**config.mk**
```make
export PLATFORM = sky130hd
export DESIGN_NAME = mcp_pwm
export DESIGN_NICKNAME = d
export VERILOG_FILES = /design/src/hdl/mcp_pwm.v
export VERILOG_INCLUDE_DIRS = /design/src /design/src/hdl
export SDC_FILE = /design/constraint.sdc
export NUM_CORES = 1
export LEC_CHECK = 0
export BUFFER_PORTS_ARGS = -buffer_cell sky130_fd_sc_hd__buf_2
export CORE_ASPECT_RATIO = 0.6
export CORE_MARGIN = 2
export CORE_UTILIZATION = 57
export DETAILED_ROUTE_END_ITERATION = 7
export PLACE_DENSITY = 0.77
export SYNTH_ARGS = -nofsm -noshare
export SYNTH_HDL_FRONTEND = slang
export SYNTH_SLANG_ARGS = --single-unit
```
**constraint.sdc**
```tcl
create_clock -name mclk -period 2.9 [get_ports mclk]
set_input_delay 0.435 -clock mclk [delete_from_list [all_inputs] [get_ports mclk]]
set_output_delay 0.435 -clock mclk [all_outputs]
set_load 0.03 [all_outputs]
```
**src/hdl/mcp_pwm_regs.vh**
```
// register indices, field positions and reset values of the motor pwm block
// assumes a 16-bit register port with a 4-bit word address
`ifndef MCP_PWM_REGS_VH
`define MCP_PWM_REGS_VH
`define MCP_ADDR_TBCON     4'h0
`define MCP_ADDR_TBCOUNT   4'h1
`define MCP_ADDR_TBPER     4'h2
`define MCP_ADDR_SECMP     4'h3
`define MCP_ADDR_PAIRCON   4'h4
`define MCP_ADDR_UPDCON    4'h5
`define MCP_ADDR_DTCON     4'h6
`define MCP_ADDR_DTSEL     4'h7
`define MCP_ADDR_OVRD      4'h8
`define MCP_ADDR_DUTY0     4'h9
`define MCP_ADDR_STATUS    4'hC
// timebase_control fields
`define MCP_TB_ON          15
`define MCP_TB_IDLE        13
`define MCP_TB_OPS_HI      7
`define MCP_TB_OPS_LO      4
`define MCP_TB_CKPS_HI     3
`define MCP_TB_CKPS_LO     2
`define MCP_TB_MODE_HI     1
`define MCP_TB_MODE_LO     0
`define MCP_TBCON_MASK     16'hA0FF
// output_pair_control and override fields
`define MCP_PAIR_MODE_LO   8
`define MCP_PAIR_ENH_LO    4
`define MCP_PAIR_ENL_LO    0
`define MCP_OVRD_EN_LO     8
`define MCP_OVRD_VAL_LO    0
// update_control fields
`define MCP_UPD_OPS_HI     11
`define MCP_UPD_OPS_LO     8
`define MCP_UPD_IUE        2
`define MCP_UPD_OVERRIDE_SYNC      1
`define MCP_UPD_BUFFER_UPDATE_DISABLE       0
`define MCP_UPDCON_MASK    16'h0F07
// dead_time_control fields
`define MCP_DTB_PS_HI      15
`define MCP_DTB_PS_LO      14
`define MCP_DTB_HI         13
`define MCP_DTB_LO         8
`define MCP_DTA_PS_HI      7
`define MCP_DTA_PS_LO      6
`define MCP_DTA_HI         5
`define MCP_DTA_LO         0
// count modes
`define MCP_MODE_FREE      2'h0
`define MCP_MODE_SINGLE    2'h1
`define MCP_MODE_UPDN      2'h2
`define MCP_MODE_UPDN_DBL  2'h3
`define MCP_ZERO15         15'h0000
`define MCP_ZERO16         16'h0000
`endif

```
**src/hdl/mcp_pwm.v**
```verilog
// motor control pwm: 15-bit time base, special event trigger, duty pairs, dead time
// assumes a single clock mclk equal to the instruction cycle, synchronous reset rst,
// a simple register port and pins pairOutH/L driven through output enables
//
// Overview of operation
// - timebase_on starts and stops counting
// - idle stop halts time base in idle
// - output postscale divides period events by n+1
// - input prescale gives 1,4,16,64 cycle ticks
// - mode selects free, single, up/down, up/down double
// - count bit 15 reads direction, read-only
// - count bits 14-0 readable and writable
// - period is 15 bits, bit 15 reads zero
// - trigger when compare value equals count
// - trigger also needs direction match
// - trigger postscale passes one of n+1
// - pair mode bit selects independent or complementary
// - complementary low output is inverse of high
// - enable bits give pins to modulator
// - enable reset value from configuration strap
// - immediate duty update or time base synced
// - override sync to time base or next cycle
// - update disable freezes buffer transfers
// - dead-time B prescale 1,2,4,8 cycles
// - dead-time B delay is value times period
// - dead-time A has own prescale and value
// - pair count parameter, three or one pairs
// - sixteen-bit writable duty value per pair
// - select bits choose dead-time unit per edge
`include "mcp_pwm_regs.vh"
module mcp_pwm #(
  parameter NPAIR = 3
) (
  // clock and reset
  input  wire              mclk,
  input  wire              rst,
  // system state and configuration
  input  wire              cpuIdle,
  input  wire              outEnableResetCfg,
  // register port
  input  wire [3:0]        regAddr,
  input  wire [15:0]       regWrData,
  input  wire              regWr,
  input  wire              regRd,
  output reg  [15:0]       regRdData,
  // pins and trigger
  output reg  [NPAIR-1:0]  pairOutH,
  output reg  [NPAIR-1:0]  pairOutL,
  output reg  [NPAIR-1:0]  pairOeH,
  output reg  [NPAIR-1:0]  pairOeL,
  output reg               specialEventTrig
);

  // control registers
  reg  [15:0]       tbCon_q;
  reg  [14:0]       tbCount_q;
  reg               tbDown_q;
  reg  [14:0]       tbPerBuf_q;
  reg  [14:0]       tbPer_q;
  reg  [15:0]       seCmp_q;
  reg  [NPAIR-1:0]  pairMode_q;
  reg  [NPAIR-1:0]  enH_q;
  reg  [NPAIR-1:0]  enL_q;
  reg  [15:0]       updCon_q;
  reg  [15:0]       dtCon_q;
  reg  [2*NPAIR-1:0] dtSel_q;
  reg  [2*NPAIR-1:0] ovrdEn_q;
  reg  [2*NPAIR-1:0] ovrdVal_q;
  reg  [2*NPAIR-1:0] ovrdAct_q;
  reg  [16*NPAIR-1:0] dutyBuf_q;
  reg  [16*NPAIR-1:0] duty_q;
  reg  [5:0]        preCnt_q;
  reg  [3:0]        opsCnt_q;
  reg  [3:0]        seCnt_q;
  reg               periodEvt_q;
  reg               strapDone_q;
  reg  [2:0]        idleSync_q;
  reg               idleSt_q;

  // prescale period minus one for the 2-bit codes of the time base
  function [5:0] tbPreMax;
    input [1:0] code;
    begin
      case (code)
        2'h0:    tbPreMax = 6'h00;
        2'h1:    tbPreMax = 6'h03;
        2'h2:    tbPreMax = 6'h0F;
        default: tbPreMax = 6'h3F;
      endcase
    end
  endfunction

  // dead-time length in cycles: value shifted by prescale code (1,2,4,8 cycles)
  function [8:0] dtLen;
    input [1:0] ps;
    input [5:0] val;
    begin
      dtLen = {3'h0, val} << ps;
    end
  endfunction

  wire [1:0] tbMode   = tbCon_q[`MCP_TB_MODE_HI:`MCP_TB_MODE_LO];
  wire       updnMode = tbMode[1];
  wire [8:0] dtLenA   = dtLen(dtCon_q[`MCP_DTA_PS_HI:`MCP_DTA_PS_LO],
                              dtCon_q[`MCP_DTA_HI:`MCP_DTA_LO]);
  wire [8:0] dtLenB   = dtLen(dtCon_q[`MCP_DTB_PS_HI:`MCP_DTB_PS_LO],
                              dtCon_q[`MCP_DTB_HI:`MCP_DTB_LO]);

  // idle input comes from another domain: three flops, change seen when 2 and 3 agree
  always @(posedge mclk) begin
    if (rst) begin
      idleSync_q <= 3'h0;
      idleSt_q   <= 1'b0;
    end else begin
      idleSync_q <= {idleSync_q[1:0], cpuIdle};
      if (idleSync_q[1] == idleSync_q[2])
        idleSt_q <= idleSync_q[2];
    end
  end

  wire tbRun = tbCon_q[`MCP_TB_ON]
             & ~(tbCon_q[`MCP_TB_IDLE] & idleSt_q);
  wire tick  = tbRun & (preCnt_q == tbPreMax(tbCon_q[`MCP_TB_CKPS_HI:`MCP_TB_CKPS_LO]));
  wire atPer = (tbCount_q >= tbPer_q);
  wire atZero = (tbCount_q == `MCP_ZERO15);
  // period boundary: free/single at period, up/down at zero
  wire boundary = tick & (updnMode ? (tbDown_q & atZero) : atPer);
  // double-update mode also lets buffers move at the period apex
  wire updPoint = boundary | (tick & (tbMode == `MCP_MODE_UPDN_DBL) & ~tbDown_q & atPer);
  wire wrSel = regWr;

  // time base counter, direction and prescaler
  always @(posedge mclk) begin
    if (rst) begin
      tbCount_q <= `MCP_ZERO15;
      tbDown_q  <= 1'b0;
      preCnt_q  <= 6'h00;
    end else begin
      preCnt_q <= tick | ~tbRun ? 6'h00 : preCnt_q + 6'h01;
      if (wrSel && regAddr == `MCP_ADDR_TBCOUNT) begin
        tbCount_q <= regWrData[14:0];
      end else if (tick) begin
        if (updnMode) begin
          if (!tbDown_q && atPer) begin
            tbDown_q  <= 1'b1;
            tbCount_q <= tbCount_q - 15'h0001;
          end else if (tbDown_q && atZero) begin
            tbDown_q  <= 1'b0;
            tbCount_q <= tbCount_q + 15'h0001;
          end else begin
            tbCount_q <= tbDown_q ? tbCount_q - 15'h0001 : tbCount_q + 15'h0001;
          end
        end else begin
          tbDown_q  <= 1'b0;
          tbCount_q <= atPer ? `MCP_ZERO15 : tbCount_q + 15'h0001;
        end
      end
    end
  end

  // output postscaler; cleared while stopped so a new postscale starts from a fresh count
  always @(posedge mclk) begin
    if (rst || !tbCon_q[`MCP_TB_ON]) begin
      opsCnt_q    <= 4'h0;
      periodEvt_q <= 1'b0;
    end else begin
      periodEvt_q <= 1'b0;
      if (boundary) begin
        if (opsCnt_q == tbCon_q[`MCP_TB_OPS_HI:`MCP_TB_OPS_LO]) begin
          opsCnt_q    <= 4'h0;
          periodEvt_q <= 1'b1;
        end else begin
          opsCnt_q <= opsCnt_q + 4'h1;
        end
      end
    end
  end

  // special event: match of count and direction, then its own postscaler
  wire seMatch = tick & (seCmp_q[14:0] == tbCount_q)
               & (seCmp_q[15] == tbDown_q);
  // a stale count above a newly lowered postscale would swallow up to 15 matches
  always @(posedge mclk) begin
    if (rst || !tbCon_q[`MCP_TB_ON]) begin
      seCnt_q          <= 4'h0;
      specialEventTrig <= 1'b0;
    end else begin
      specialEventTrig <= 1'b0;
      if (seMatch) begin
        if (seCnt_q == updCon_q[`MCP_UPD_OPS_HI:`MCP_UPD_OPS_LO]) begin
          seCnt_q          <= 4'h0;
          specialEventTrig <= 1'b1;
        end else begin
          seCnt_q <= seCnt_q + 4'h1;
        end
      end
    end
  end

  // register writes; single pulse mode clears the enable at the end of its period
  integer k;
  always @(posedge mclk) begin
    if (rst) begin
      tbCon_q    <= `MCP_ZERO16;
      tbPerBuf_q <= `MCP_ZERO15;
      tbPer_q    <= `MCP_ZERO15;
      seCmp_q    <= `MCP_ZERO16;
      pairMode_q <= {NPAIR{1'b0}};
      updCon_q   <= `MCP_ZERO16;
      dtCon_q    <= `MCP_ZERO16;
      dtSel_q    <= {2*NPAIR{1'b0}};
      ovrdEn_q   <= {2*NPAIR{1'b1}};
      ovrdVal_q  <= {2*NPAIR{1'b0}};
      dutyBuf_q  <= {16*NPAIR{1'b0}};
      duty_q     <= {16*NPAIR{1'b0}};
    end else begin
      if (wrSel) begin
        case (regAddr)
          `MCP_ADDR_TBCON:   tbCon_q    <= regWrData & `MCP_TBCON_MASK;
          `MCP_ADDR_TBPER:   tbPerBuf_q <= regWrData[14:0];
          `MCP_ADDR_SECMP:   seCmp_q    <= regWrData;
          `MCP_ADDR_PAIRCON: pairMode_q <= regWrData[`MCP_PAIR_MODE_LO +: NPAIR];
          `MCP_ADDR_UPDCON:  updCon_q   <= regWrData & `MCP_UPDCON_MASK;
          `MCP_ADDR_DTCON:   dtCon_q    <= regWrData;
          `MCP_ADDR_DTSEL:   dtSel_q    <= regWrData[2*NPAIR-1:0];
          `MCP_ADDR_OVRD: begin
            ovrdEn_q  <= regWrData[`MCP_OVRD_EN_LO +: 2*NPAIR];
            ovrdVal_q <= regWrData[`MCP_OVRD_VAL_LO +: 2*NPAIR];
          end
          default: ;
        endcase
        for (k = 0; k < NPAIR; k = k + 1)
          if (regAddr == `MCP_ADDR_DUTY0 + k[3:0])
            dutyBuf_q[16*k +: 16] <= regWrData;
      end
      if (tbMode == `MCP_MODE_SINGLE && boundary)
        tbCon_q[`MCP_TB_ON] <= 1'b0;
      // buffer transfer: duty immediate or at update point, period at update point or while the time base is off
      if (!updCon_q[`MCP_UPD_BUFFER_UPDATE_DISABLE]) begin
        if (updCon_q[`MCP_UPD_IUE] || updPoint)
          duty_q <= dutyBuf_q;
        if (updPoint || !tbCon_q[`MCP_TB_ON])
          tbPer_q <= tbPerBuf_q;
      end
    end
  end

  // enables reset to the strap; caught one cycle after reset release by a clocked load
  always @(posedge mclk) begin
    if (rst) begin
      enH_q       <= {NPAIR{1'b0}};
      enL_q       <= {NPAIR{1'b0}};
      strapDone_q <= 1'b0;
    end else if (!strapDone_q) begin
      strapDone_q <= 1'b1;
      enH_q       <= {NPAIR{outEnableResetCfg}};
      enL_q       <= {NPAIR{outEnableResetCfg}};
    end else if (wrSel && regAddr == `MCP_ADDR_PAIRCON) begin
      enH_q <= regWrData[`MCP_PAIR_ENH_LO +: NPAIR];
      enL_q <= regWrData[`MCP_PAIR_ENL_LO +: NPAIR];
    end
  end

  // override enables apply on the next cycle, or at the period boundary when synced
  always @(posedge mclk) begin
    if (rst)
      ovrdAct_q <= {2*NPAIR{1'b1}};
    else if (!updCon_q[`MCP_UPD_OVERRIDE_SYNC] || boundary)
      ovrdAct_q <= ovrdEn_q;
  end

  // duty compare and dead time per pair; count compared as 16 bits so 0xFFFF stays on
  genvar g;
  generate
    for (g = 0; g < NPAIR; g = g + 1) begin : gPair
      reg  [8:0] dtCnt_q;
      reg        rawPrev_q;
      reg        hi_q;
      reg        lo_q;
      wire       raw  = {1'b0, tbCount_q} < duty_q[16*g +: 16];
      wire [8:0] lenA = dtSel_q[2*g+1] ? dtLenB : dtLenA;
      wire [8:0] lenI = dtSel_q[2*g]   ? dtLenB : dtLenA;
      always @(posedge mclk) begin
        if (rst) begin
          dtCnt_q   <= 9'h000;
          rawPrev_q <= 1'b0;
          hi_q      <= 1'b0;
          lo_q      <= 1'b0;
        end else begin
          rawPrev_q <= raw;
          if (pairMode_q[g]) begin
            hi_q    <= raw;
            lo_q    <= raw;
            dtCnt_q <= 9'h000;
          end else if (raw != rawPrev_q) begin
            // both off during dead time; a zero length switches at once
            hi_q    <= raw & (lenA == 9'h000);
            lo_q    <= ~raw & (lenI == 9'h000);
            dtCnt_q <= raw ? lenA : lenI;
          end else if (dtCnt_q > 9'h001) begin
            dtCnt_q <= dtCnt_q - 9'h001;
          end else begin
            dtCnt_q <= 9'h000;
            hi_q    <= raw;
            lo_q    <= ~raw;
          end
        end
      end
      // pins: overrides take the pin, enable hands it to the modulator
      always @(posedge mclk) begin
        if (rst) begin
          pairOutH[g] <= 1'b0;
          pairOutL[g] <= 1'b0;
          pairOeH[g]  <= 1'b0;
          pairOeL[g]  <= 1'b0;
        end else begin
          pairOutH[g] <= ovrdAct_q[2*g+1] ? hi_q : ovrdVal_q[2*g+1];
          pairOutL[g] <= ovrdAct_q[2*g]   ? lo_q : ovrdVal_q[2*g];
          pairOeH[g]  <= enH_q[g];
          pairOeL[g]  <= enL_q[g];
        end
      end
    end
  endgenerate

  // read data, one cycle after the strobe; unmapped addresses read zero
  reg [15:0] rdMux;
  integer j;
  always @* begin
    rdMux = `MCP_ZERO16;
    case (regAddr)
      `MCP_ADDR_TBCON:   rdMux = tbCon_q;
      `MCP_ADDR_TBCOUNT: rdMux = {tbDown_q, tbCount_q};
      `MCP_ADDR_TBPER:   rdMux = {1'b0, tbPerBuf_q};
      `MCP_ADDR_SECMP:   rdMux = seCmp_q;
      `MCP_ADDR_PAIRCON: begin
        rdMux[`MCP_PAIR_MODE_LO +: NPAIR] = pairMode_q;
        rdMux[`MCP_PAIR_ENH_LO +: NPAIR]  = enH_q;
        rdMux[`MCP_PAIR_ENL_LO +: NPAIR]  = enL_q;
      end
      `MCP_ADDR_UPDCON:  rdMux = updCon_q;
      `MCP_ADDR_DTCON:   rdMux = dtCon_q;
      `MCP_ADDR_DTSEL:   rdMux[2*NPAIR-1:0] = dtSel_q;
      `MCP_ADDR_OVRD: begin
        rdMux[`MCP_OVRD_EN_LO +: 2*NPAIR]  = ovrdEn_q;
        rdMux[`MCP_OVRD_VAL_LO +: 2*NPAIR] = ovrdVal_q;
      end
      `MCP_ADDR_STATUS:  rdMux = {14'h0000, periodEvt_q, tbRun};
      default:           rdMux = `MCP_ZERO16;
    endcase
    for (j = 0; j < NPAIR; j = j + 1)
      if (regAddr == `MCP_ADDR_DUTY0 + j[3:0])
        rdMux = dutyBuf_q[16*j +: 16];
  end

  always @(posedge mclk) begin
    if (rst)
      regRdData <= `MCP_ZERO16;
    else
      regRdData <= regRd ? rdMux : `MCP_ZERO16;
  end

endmodule // mcp_pwm

```
==> results of run 1 <==
-- power by group through the flow --
stage	clock network, µW	logic (µW)	registers, µW
global placement	0	2620	4840
floorplan	0	1930	4780
CTS	4170	2720	4760
global route	4340	3060	4800
finish	4180	2810	4780
detailed placement	0	2690	4850
-- metal layers --
layer,share of wire (%),vias to the layer above,wire length (µm)
li1,-,7378,-
met1,43,7688,25700
met2,38,1084,22900
met3,16,157,9360
met4,3.2,2,1890
met5,0.022,-,13
-- state kept, by name, indices dropped and copies added, names as in the netlist, 6 cells and up --
register	count
tbCount_q	15
duty_q	48
dutyBuf_q	48
ovrdAct_q	6
tbCon_q	10
regRdData	16
seCmp_q	16
tbPerBuf_q	15
dtSel_q	6
ovrdEn_q	6
preCnt_q	6
ovrdVal_q	6
updCon_q	7
tbPer_q	15
dtCon_q	16
gPair.dtCnt_q	27
-- per-stage QoR --
stage | setup WS (ns) | setup TNS (ns) | std cells | instance area, µm² | util [%]
2_1_floorplan | -0.0481 | -0.481 | 2084 | 16500 | -
3_3_place_gp | 0.0862 | 0 | 2469 | 17600 | 61.6
3_5_place_dp | 0.0403 | 0 | 2469 | 17600 | 61.6
4_1_cts | 0.0104 | 0 | 2524 | 18700 | 65.3
5_1_grt | 0.00944 | 0 | 2526 | 18700 | 65.5
6_report | 0.143 | 0 | 2529 | 18700 | 65.5
-- cells by family (layout without fill, tap and decap cells) --
family	after synthesis	after routing	share of synthesized area, %
AO/OA/AOI/OAI	469	469	17.9
AND/OR/NAND/NOR	806	806	21.8
buffers and inverters	234	301	5.47
adder cells (fa/ha/maj)	69	69	5.25
flip-flops	309	309	37.6
XOR/XNOR	66	66	3.51
other	0	3	0
multiplexers	131	131	8.42
-- layout by cell type, fill, tap and decap left out, types with 11 or more instances in the layout --
cell type	count
sky130_fd_sc_hd__a211oi_1	15
sky130_fd_sc_hd__a21oi_1	214
sky130_fd_sc_hd__a221oi_1	14
sky130_fd_sc_hd__a22o_1	14
sky130_fd_sc_hd__a22oi_1	33
sky130_fd_sc_hd__a31oi_1	44
sky130_fd_sc_hd__and2_1	11
sky130_fd_sc_hd__and3_1	11
sky130_fd_sc_hd__buf_12	11
sky130_fd_sc_hd__buf_2	53
sky130_fd_sc_hd__buf_4	103
sky130_fd_sc_hd__clkbuf_16	31
sky130_fd_sc_hd__dfxtp_1	308
sky130_fd_sc_hd__ha_1	69
sky130_fd_sc_hd__inv_1	77
sky130_fd_sc_hd__mux2_2	19
sky130_fd_sc_hd__mux2i_1	107
sky130_fd_sc_hd__nand2_1	342
sky130_fd_sc_hd__nand3_1	52
sky130_fd_sc_hd__nand4_1	15
sky130_fd_sc_hd__nor2_1	211
sky130_fd_sc_hd__nor2b_1	22
sky130_fd_sc_hd__nor3_1	57
sky130_fd_sc_hd__nor3b_1	12
sky130_fd_sc_hd__o21ai_0	44
sky130_fd_sc_hd__xnor2_1	47
sky130_fd_sc_hd__xor2_1	19
-- cell type report --
class	instances	area, µm²	share of cell area (%)
diodes	3	7.51	0.0401
clock buffers	41	853	4.56
clock inverters	14	183	0.976
inverters	78	293	1.56
multi-input cells	1541	9460	50.5
flip-flops and latches	309	6190	33.0
well taps	375	469	2.51
repair buffers	168	1270	6.78
-- final timing paths --
path,start,endpoint,slack (ns)
min reg2reg,idleSync_q[0],idleSync_q[1],0.46
min,cpuIdle,idleSync_q[0],0.07
max,tbPer_q[6],duty_q[36],0.14
max reg2reg,tbPer_q[6],duty_q[36],0.14
-- what timing repair did --
| action | 4_1_cts | 5_1_grt |
|---|---|---|
| setup endpoints to repair | 0 | 58 |
| resized for setup | 0 | 11 |
| buffers inserted | 0 | 2 |
| hold buffers | 0 | 0 |
==> summary by stage, run 1 <==
Run status
The flow ran to the end, but the final reports show violations. The final reports fail on design-rule violations.

Yosys
In this run the mean area of a mapped cell was 7.90 µm². The count of different cell masters after synthesis is 75. Among all cell types in the netlist, the one instantiated most often is sky130_fd_sc_hd__nand2_1. The synthesized design devotes to its leading area cell type 37.6% of total area. Counting flops with an async set or reset pin after synthesis yields a share of 0%. After synthesis, the cell types taking the most area are sky130_fd_sc_hd__dfxtp_1, sky130_fd_sc_hd__nand2_1, sky130_fd_sc_hd__mux2i_1. Yosys printed 0 warnings. The sequential element share of the synthesized area is 37.6%. The cell accounting for the most synthesized area is sky130_fd_sc_hd__dfxtp_1.

The count of state elements after synthesis is 309. Counting every net in the synthesized netlist gives 2,179. The primary flip-flop cell chosen by synthesis mapping is sky130_fd_sc_hd__dfxtp_1.

The commonest cells after synthesis are sky130_fd_sc_hd__nand2_1, sky130_fd_sc_hd__dfxtp_1, sky130_fd_sc_hd__a21oi_1. The number of enable flip-flop cells after synthesis is 0. The post-synth design cell area is 16,500 µm².

The number of cells produced by synthesis is 2,084.

Clock network
TritonCTS created 30 clock buffers. In this run the number of H-tree levels came out at 1. For this design, the sink count on the clock tree is 309. After clock tree synthesis, the clock-pin slew on the worst setup and hold paths is 0.07 ns. TritonCTS built the clock tree. The root buffer cell chosen for the clock tree is sky130_fd_sc_hd__clkbuf_16. The clock latency on the worst-skew pair is 0.58 ns.

No sink is reached through more buffers than the 3 on the longest clock path.

Setup path
The maximum fanout count along the critical path is 14. The worst-path cell with the longest stage delay is sky130_fd_sc_hd__a221o_1. The worst setup path is captured at a flop. STA classifies the critical path startpoint as a flop.

On the worst path, the slowest cell contributes a delay of 0.34 ns. The worst path arrival time is 3.23 ns. The kind of critical path is flop to flop. Walking the worst path, the cells encountered are inv_1, ha_1, and2_1, a221o_1, a41oi_2, or2_2, a21oi_1, o31ai_4, buf_12, buf_12, mux2i_2, nor2_1. By instance count, the cell type seen most on the critical path is sky130_fd_sc_hd__buf_12.

The logic depth of the worst path, buffers included is 12. The number of cells traversed by the worst register-to-register path is 12. The kind of cell with the highest combined delay along the critical path is compound AO/OA/AOI/OAI gates. The buffering stage count on the worst path with inverters included is 3. The critical path data required time is 3.37 ns.

Min path
The worst hold path belongs to the class input port to flop. The number of stages on the worst hold path is 2.

Global routing
The number of antenna violations at the first check in global routing is 3. For this run, global-route usage on met2 was measured as 51.7%. For this run, global-route usage on met1 was measured as 57.5%. The global-route layer with the greatest usage is met1.

The global-route usage over all layers is 38.6%. The first global-routing pass estimated 88,300 µm of wire. Entering global routing, the biggest net connects 81 pins. The met3 routing resource usage after global routing is 12.7%.

The remaining global-route overflow is 0. The via count of the first global-routing pass is 14,400.

Timing
The total count of max-transition violations in the final report is 0. The total count of hold-check failures in the final report is 0. The shortest period the worst path allows is 2.76 ns. The number of setup violations in the final report is 0. In the finished design, the share of the clock period the worst path needs comes to 95.1%. The worst clock skew is 0.0195 ns. Hold is met by 0.0659 ns.

Timing would allow up to 363 MHz. Measured against its own limit, the worst slew margin works out to 39.5%. Setup repair after global routing left no endpoint under its margin. For the pin with the worst max-slew slack, the measured transition is 0.906 ns.

Final layout
The number of filler instances in the final layout is 2,404. The area growth from synthesis to layout is 13.8%. Cells with a size suffix above 1 make up 12.6% of the layout. After the last flow step, the layout net total stands at 2,223.

Power
Power spread over the standard cell area amounts to 628 nW/µm². Combinational logic is responsible for 23.9% of the overall power. The clock network is responsible for 35.5% of the overall power. For this design the static power due to leakage is 0.00738 µW. The completed layout was analyzed and its total power is 11,800 µW. The switching power summed over all nets is 3680 µW. The peak ir drop on the vdd network is 0.000507 V. Internal power comes to 8080 µW. The proportion of total power due to net switching is 31.3%. Of the total power, registers draw 40.6%.

Floorplan
The core footprint is 28,600 µm². The number of I/O pins is 55. The die is 223 µm wide. After floorplanning, the core was divided into 48 placement rows. The initial standard-cell utilization of the core is 57.6%. The height of the die is 136 µm. The die covers 30,300 µm².

Routing
Before antenna repair, the detailed router went through 8 iterations. The initial detailed-routing violation count is 2,351. The average via count per standard cell is 6.45.

The count of antenna-violating nets left after detailed routing is 0. The total wirelength of the detailed-routed design is 59,900 µm. The routed layout has 16,300 vias. The final routed wire length divided by cell count is 23.7 µm. The DRC violations left is 6.

Placed design
The final weighted congestion in routability-driven placement is 1.02. Summed over all nets, the half-perimeter wirelength after detailed placement is 43,900 µm. The number of I/O port buffers is 54.

Flow run
Across the run, the number of max-cap violations was 0.
Note: power is estimated with default switching activity, not from simulation.
==> run 2, diff against run 1 <==
--- a/config.mk
+++ b/config.mk
@@ -12,4 +12,5 @@
 export CORE_UTILIZATION = 57
 export DETAILED_ROUTE_END_ITERATION = 7
+export GPL_TIMING_DRIVEN = 0
 export PLACE_DENSITY = 0.77
 export SYNTH_ARGS = -nofsm -noshare
==> constraint.sdc (replaced) <==
create_clock -name mclk -period 2.9 [get_ports mclk]
set_input_delay 0.435 -clock mclk [delete_from_list [all_inputs] [get_ports mclk]]
set_output_delay 0.435 -clock mclk [all_outputs]
set_load 0.05 [all_outputs]
==> run 2 against run 1 <==
- the flow finishes with violations (design-rule violations, negative setup slack)
- sequential power about the same
- register-to-register slack worse by 0.36 ns
- utilization increased by 1.8 points
- largest power group unchanged
- routed wire length increased by 19%
==> summary by stage, run 2 (synthesis results as in run 1) <==
Global routing
The global-route track usage on met1 is 62.5%. The first global-routing pass estimated 98,500 µm of wire. In the global route stage, met3 resource usage came out at 23.4%. The global-route usage over all layers is 44.7%.

Global routing used 59.0% of the available met2 tracks. The remaining global-route overflow is 0. Entering global routing, the biggest net connects 16 pins. The number of antenna violations at the first check in global routing came to 1. The via count of the first global-routing pass was 15,300. The global-route layer with the greatest usage is met1.

Power
Dividing total power by cell area gives a power density of 616 nW/µm². The static power due to leakage is 0.00733 µW. The completed layout was analyzed and its total power is 11,800 µW. The worst-case IR drop observed on VDD is 0.000697 V.

Timing
In this run the tightest slew margin relative to its limit is 8.80%. The highest attainable clock frequency is 321 MHz. In the post-route analysis, the smallest setup slack over all paths is -0.216 ns.

For the finished layout, the period the worst path requires is 3.12 ns. The number of setup violations in the final report is 65. The setup TNS is -5.91 ns. Clock skew on the completed layout was measured at 0.0151 ns.

The total count of hold-check failures in the final report is 0. At the pin with the least slew margin, the transition time is 1.36 ns. The final clock period utilization by the worst path is 107%. The total count of max-transition violations in the final report is 0.

Setup repair after global routing could not meet its margin everywhere. Final hold analysis gives a worst-case slack of 0.0702 ns.

Clock network
In this run the clock root is driven by a sky130_fd_sc_hd__clkbuf_16. The number of buffers created by CTS is 30. In this run the number of H-tree levels came out at 1. The deepest clock path buffer count is 3.

The clock-pin slew of the registers on the worst-case setup and hold paths is 0.07 ns. The CTS sink count is 309. TritonCTS built the clock tree. The clock latency on the worst-skew pair is 0.59 ns.

Setup path
Data on the critical path is required at its endpoint by 3.34 ns. The maximum fanout count along the critical path is 6. The worst setup path is captured at a flop. In this design, the stage delay of the slowest critical-path cell is 0.53 ns. The cell class contributing the biggest share of worst-path delay is simple AND/OR/NAND/NOR gates. The most numerous cell type found on the critical path is sky130_fd_sc_hd__buf_12. The element type at the critical path start is a flop. The critical path in this run is classified as flop to flop. The worst-path cell with the longest stage delay is sky130_fd_sc_hd__or4_4. The buffering stage count on the worst path with inverters included is 4. Traced cell by cell, the critical path runs through buf_12, or4_4, or3_4, or4_4, nor2_4, o31ai_4, buf_12, buf_12, clkbuf_16, mux2i_1, nor2_1.

Data on the critical path arrives at its endpoint at 3.56 ns.

Final layout
Leaving out fill and tap cells, the most frequent cells in the layout are sky130_fd_sc_hd__nand2_1, sky130_fd_sc_hd__dfxtp_1, sky130_fd_sc_hd__nor2_1. The library cell used most frequently in the layout, excluding fill and tap cells, is sky130_fd_sc_hd__nand2_1. In the final design database the tool counted 2,297 nets.

The largest registers in the layout are dutyBuf_q x48, duty_q x48, gPair.dtCnt_q x27. The area added between synthesis and finish is 16.8%. The post-layout utilization of the core is 67.3%.

The proportion of layout cells with a drive suffix above 1 is 11.6%.

Floorplan
After floorplanning, the core was sized to cover 28,600 µm². Once the floorplan was initialized, standard cells occupied 57.6% of the core. The number of I/O pins is 55.

The chip width is 223 µm. The floorplan step defined a die boundary enclosing 30,300 µm². The height of the die is 136 µm. The initialized floorplan defines 48 standard-cell rows.

Placed design
After legalization and detailed placement, the total HPWL measured 52,100 µm. The number of I/O port buffers is 45. Routability-driven placement finished with a final weighted congestion of 1.08.

Run status
The run finished, with violations left. The final reports fail on design-rule violations, negative setup slack.

Routing
The first detailed-routing pass ran for 8 iterations. The total wirelength of the detailed-routed design is 71,000 µm. The final routed wire length divided by cell count is 27.3 µm.

Dividing the detail-routed via count by the number of cells gives 6.63. The initial detailed-routing violation count is 2,694. The final route contains 17,200 vias. The count of antenna-violating nets left after detailed routing is 0. The DRC violations left is 2.

Min path
The type of the worst min-delay path is input port to flop.

Flow run
Across the run, the number of max-cap violations was 0.
[run 2: cell count changes in the layout (fill, tap and decap cells not counted), moves of 6 or more]
cell,change
sky130_fd_sc_hd__clkbuf_1,+118
sky130_fd_sc_hd__buf_1,+11
sky130_fd_sc_hd__nand3_2,+8
sky130_fd_sc_hd__clkbuf_8,+6
sky130_fd_sc_hd__mux2i_1,-9
sky130_fd_sc_hd__clkbuf_16,+6
sky130_fd_sc_hd__o21ai_0,-6
sky130_fd_sc_hd__buf_6,+11
sky130_fd_sc_hd__dfxtp_1,-8
sky130_fd_sc_hd__clkbuf_2,+10
sky130_fd_sc_hd__buf_4,-80
sky130_fd_sc_hd__buf_2,-6
sky130_fd_sc_hd__nand3_1,-9
sky130_fd_sc_hd__mux2i_4,+6
[run 2: through the flow]
step	cells	setup WS (ns)	area, µm²
floorplan	2084	-0.0481	16500
global route	2599	-0.251	19200
detailed placement	2504	-1.89	17200
finish	2601	-0.216	19200
CTS	2577	-0.155	18700
global placement	2504	-1.83	17200
[run 2: worst paths after layout]
check	startpoint	to	slack [ns]	cells after the start
min reg2reg	idleSync_q[0]	idleSync_q[1]	0.46	1
max	tbCount_q[8]	duty_q[45]	-0.22	11
max reg2reg	tbCount_q[8]	duty_q[45]	-0.22	11
min	cpuIdle	idleSync_q[0]	0.07	2
[run 2: what timing repair did]
item / 4_1_cts / 5_1_grt
gates resized for setup: 89 / 71
endpoints found under the setup margin: 128 / 111
gates cloned: 2 / 5
hold buffers: 0 / 0
pin swaps: 9 / 22
buffers inserted: 17 / 18
[run 2: layer usage]
| metal | share of wire (%) | vias to the layer above | wire (µm) |
|---|---|---|---|
| li1 | - | 7520 | - |
| met2 | 38 | 1321 | 26700 |
| met5 | 0.082 | - | 58 |
| met1 | 41 | 8188 | 29100 |
| met4 | 3.2 | 4 | 2250 |
| met3 | 18 | 209 | 12900 |
[run 2: worst register-to-register path: stages, from the launching register on]
cell	delay [ns]
sky130_fd_sc_hd__dfxtp_4	0.36
sky130_fd_sc_hd__buf_12	0.12
sky130_fd_sc_hd__or4_4	0.51
sky130_fd_sc_hd__or3_4	0.37
sky130_fd_sc_hd__or4_4	0.53
sky130_fd_sc_hd__nor2_4	0.23
sky130_fd_sc_hd__o31ai_4	0.10
sky130_fd_sc_hd__buf_12	0.17
sky130_fd_sc_hd__buf_12	0.15
sky130_fd_sc_hd__clkbuf_16	0.16
sky130_fd_sc_hd__mux2i_1	0.19
sky130_fd_sc_hd__nor2_1	0.07
[run 2: report_power, final]
group          switching (µW)  internal, µW
Combinational            1770          1120
Clock                    1830          2360
Sequential                250          4500
Total                    3850          7990
[run 2: cell type report]
type	instances	area, µm²
antenna	2	5.00
buffer	155	744
clock buffer	44	915
clock inverter	10	118
fill	2357	9360
inverter	78	297
multi-input combinational	1541	9760
sequential	309	6210
tap	375	469
timing repair buffer	87	717
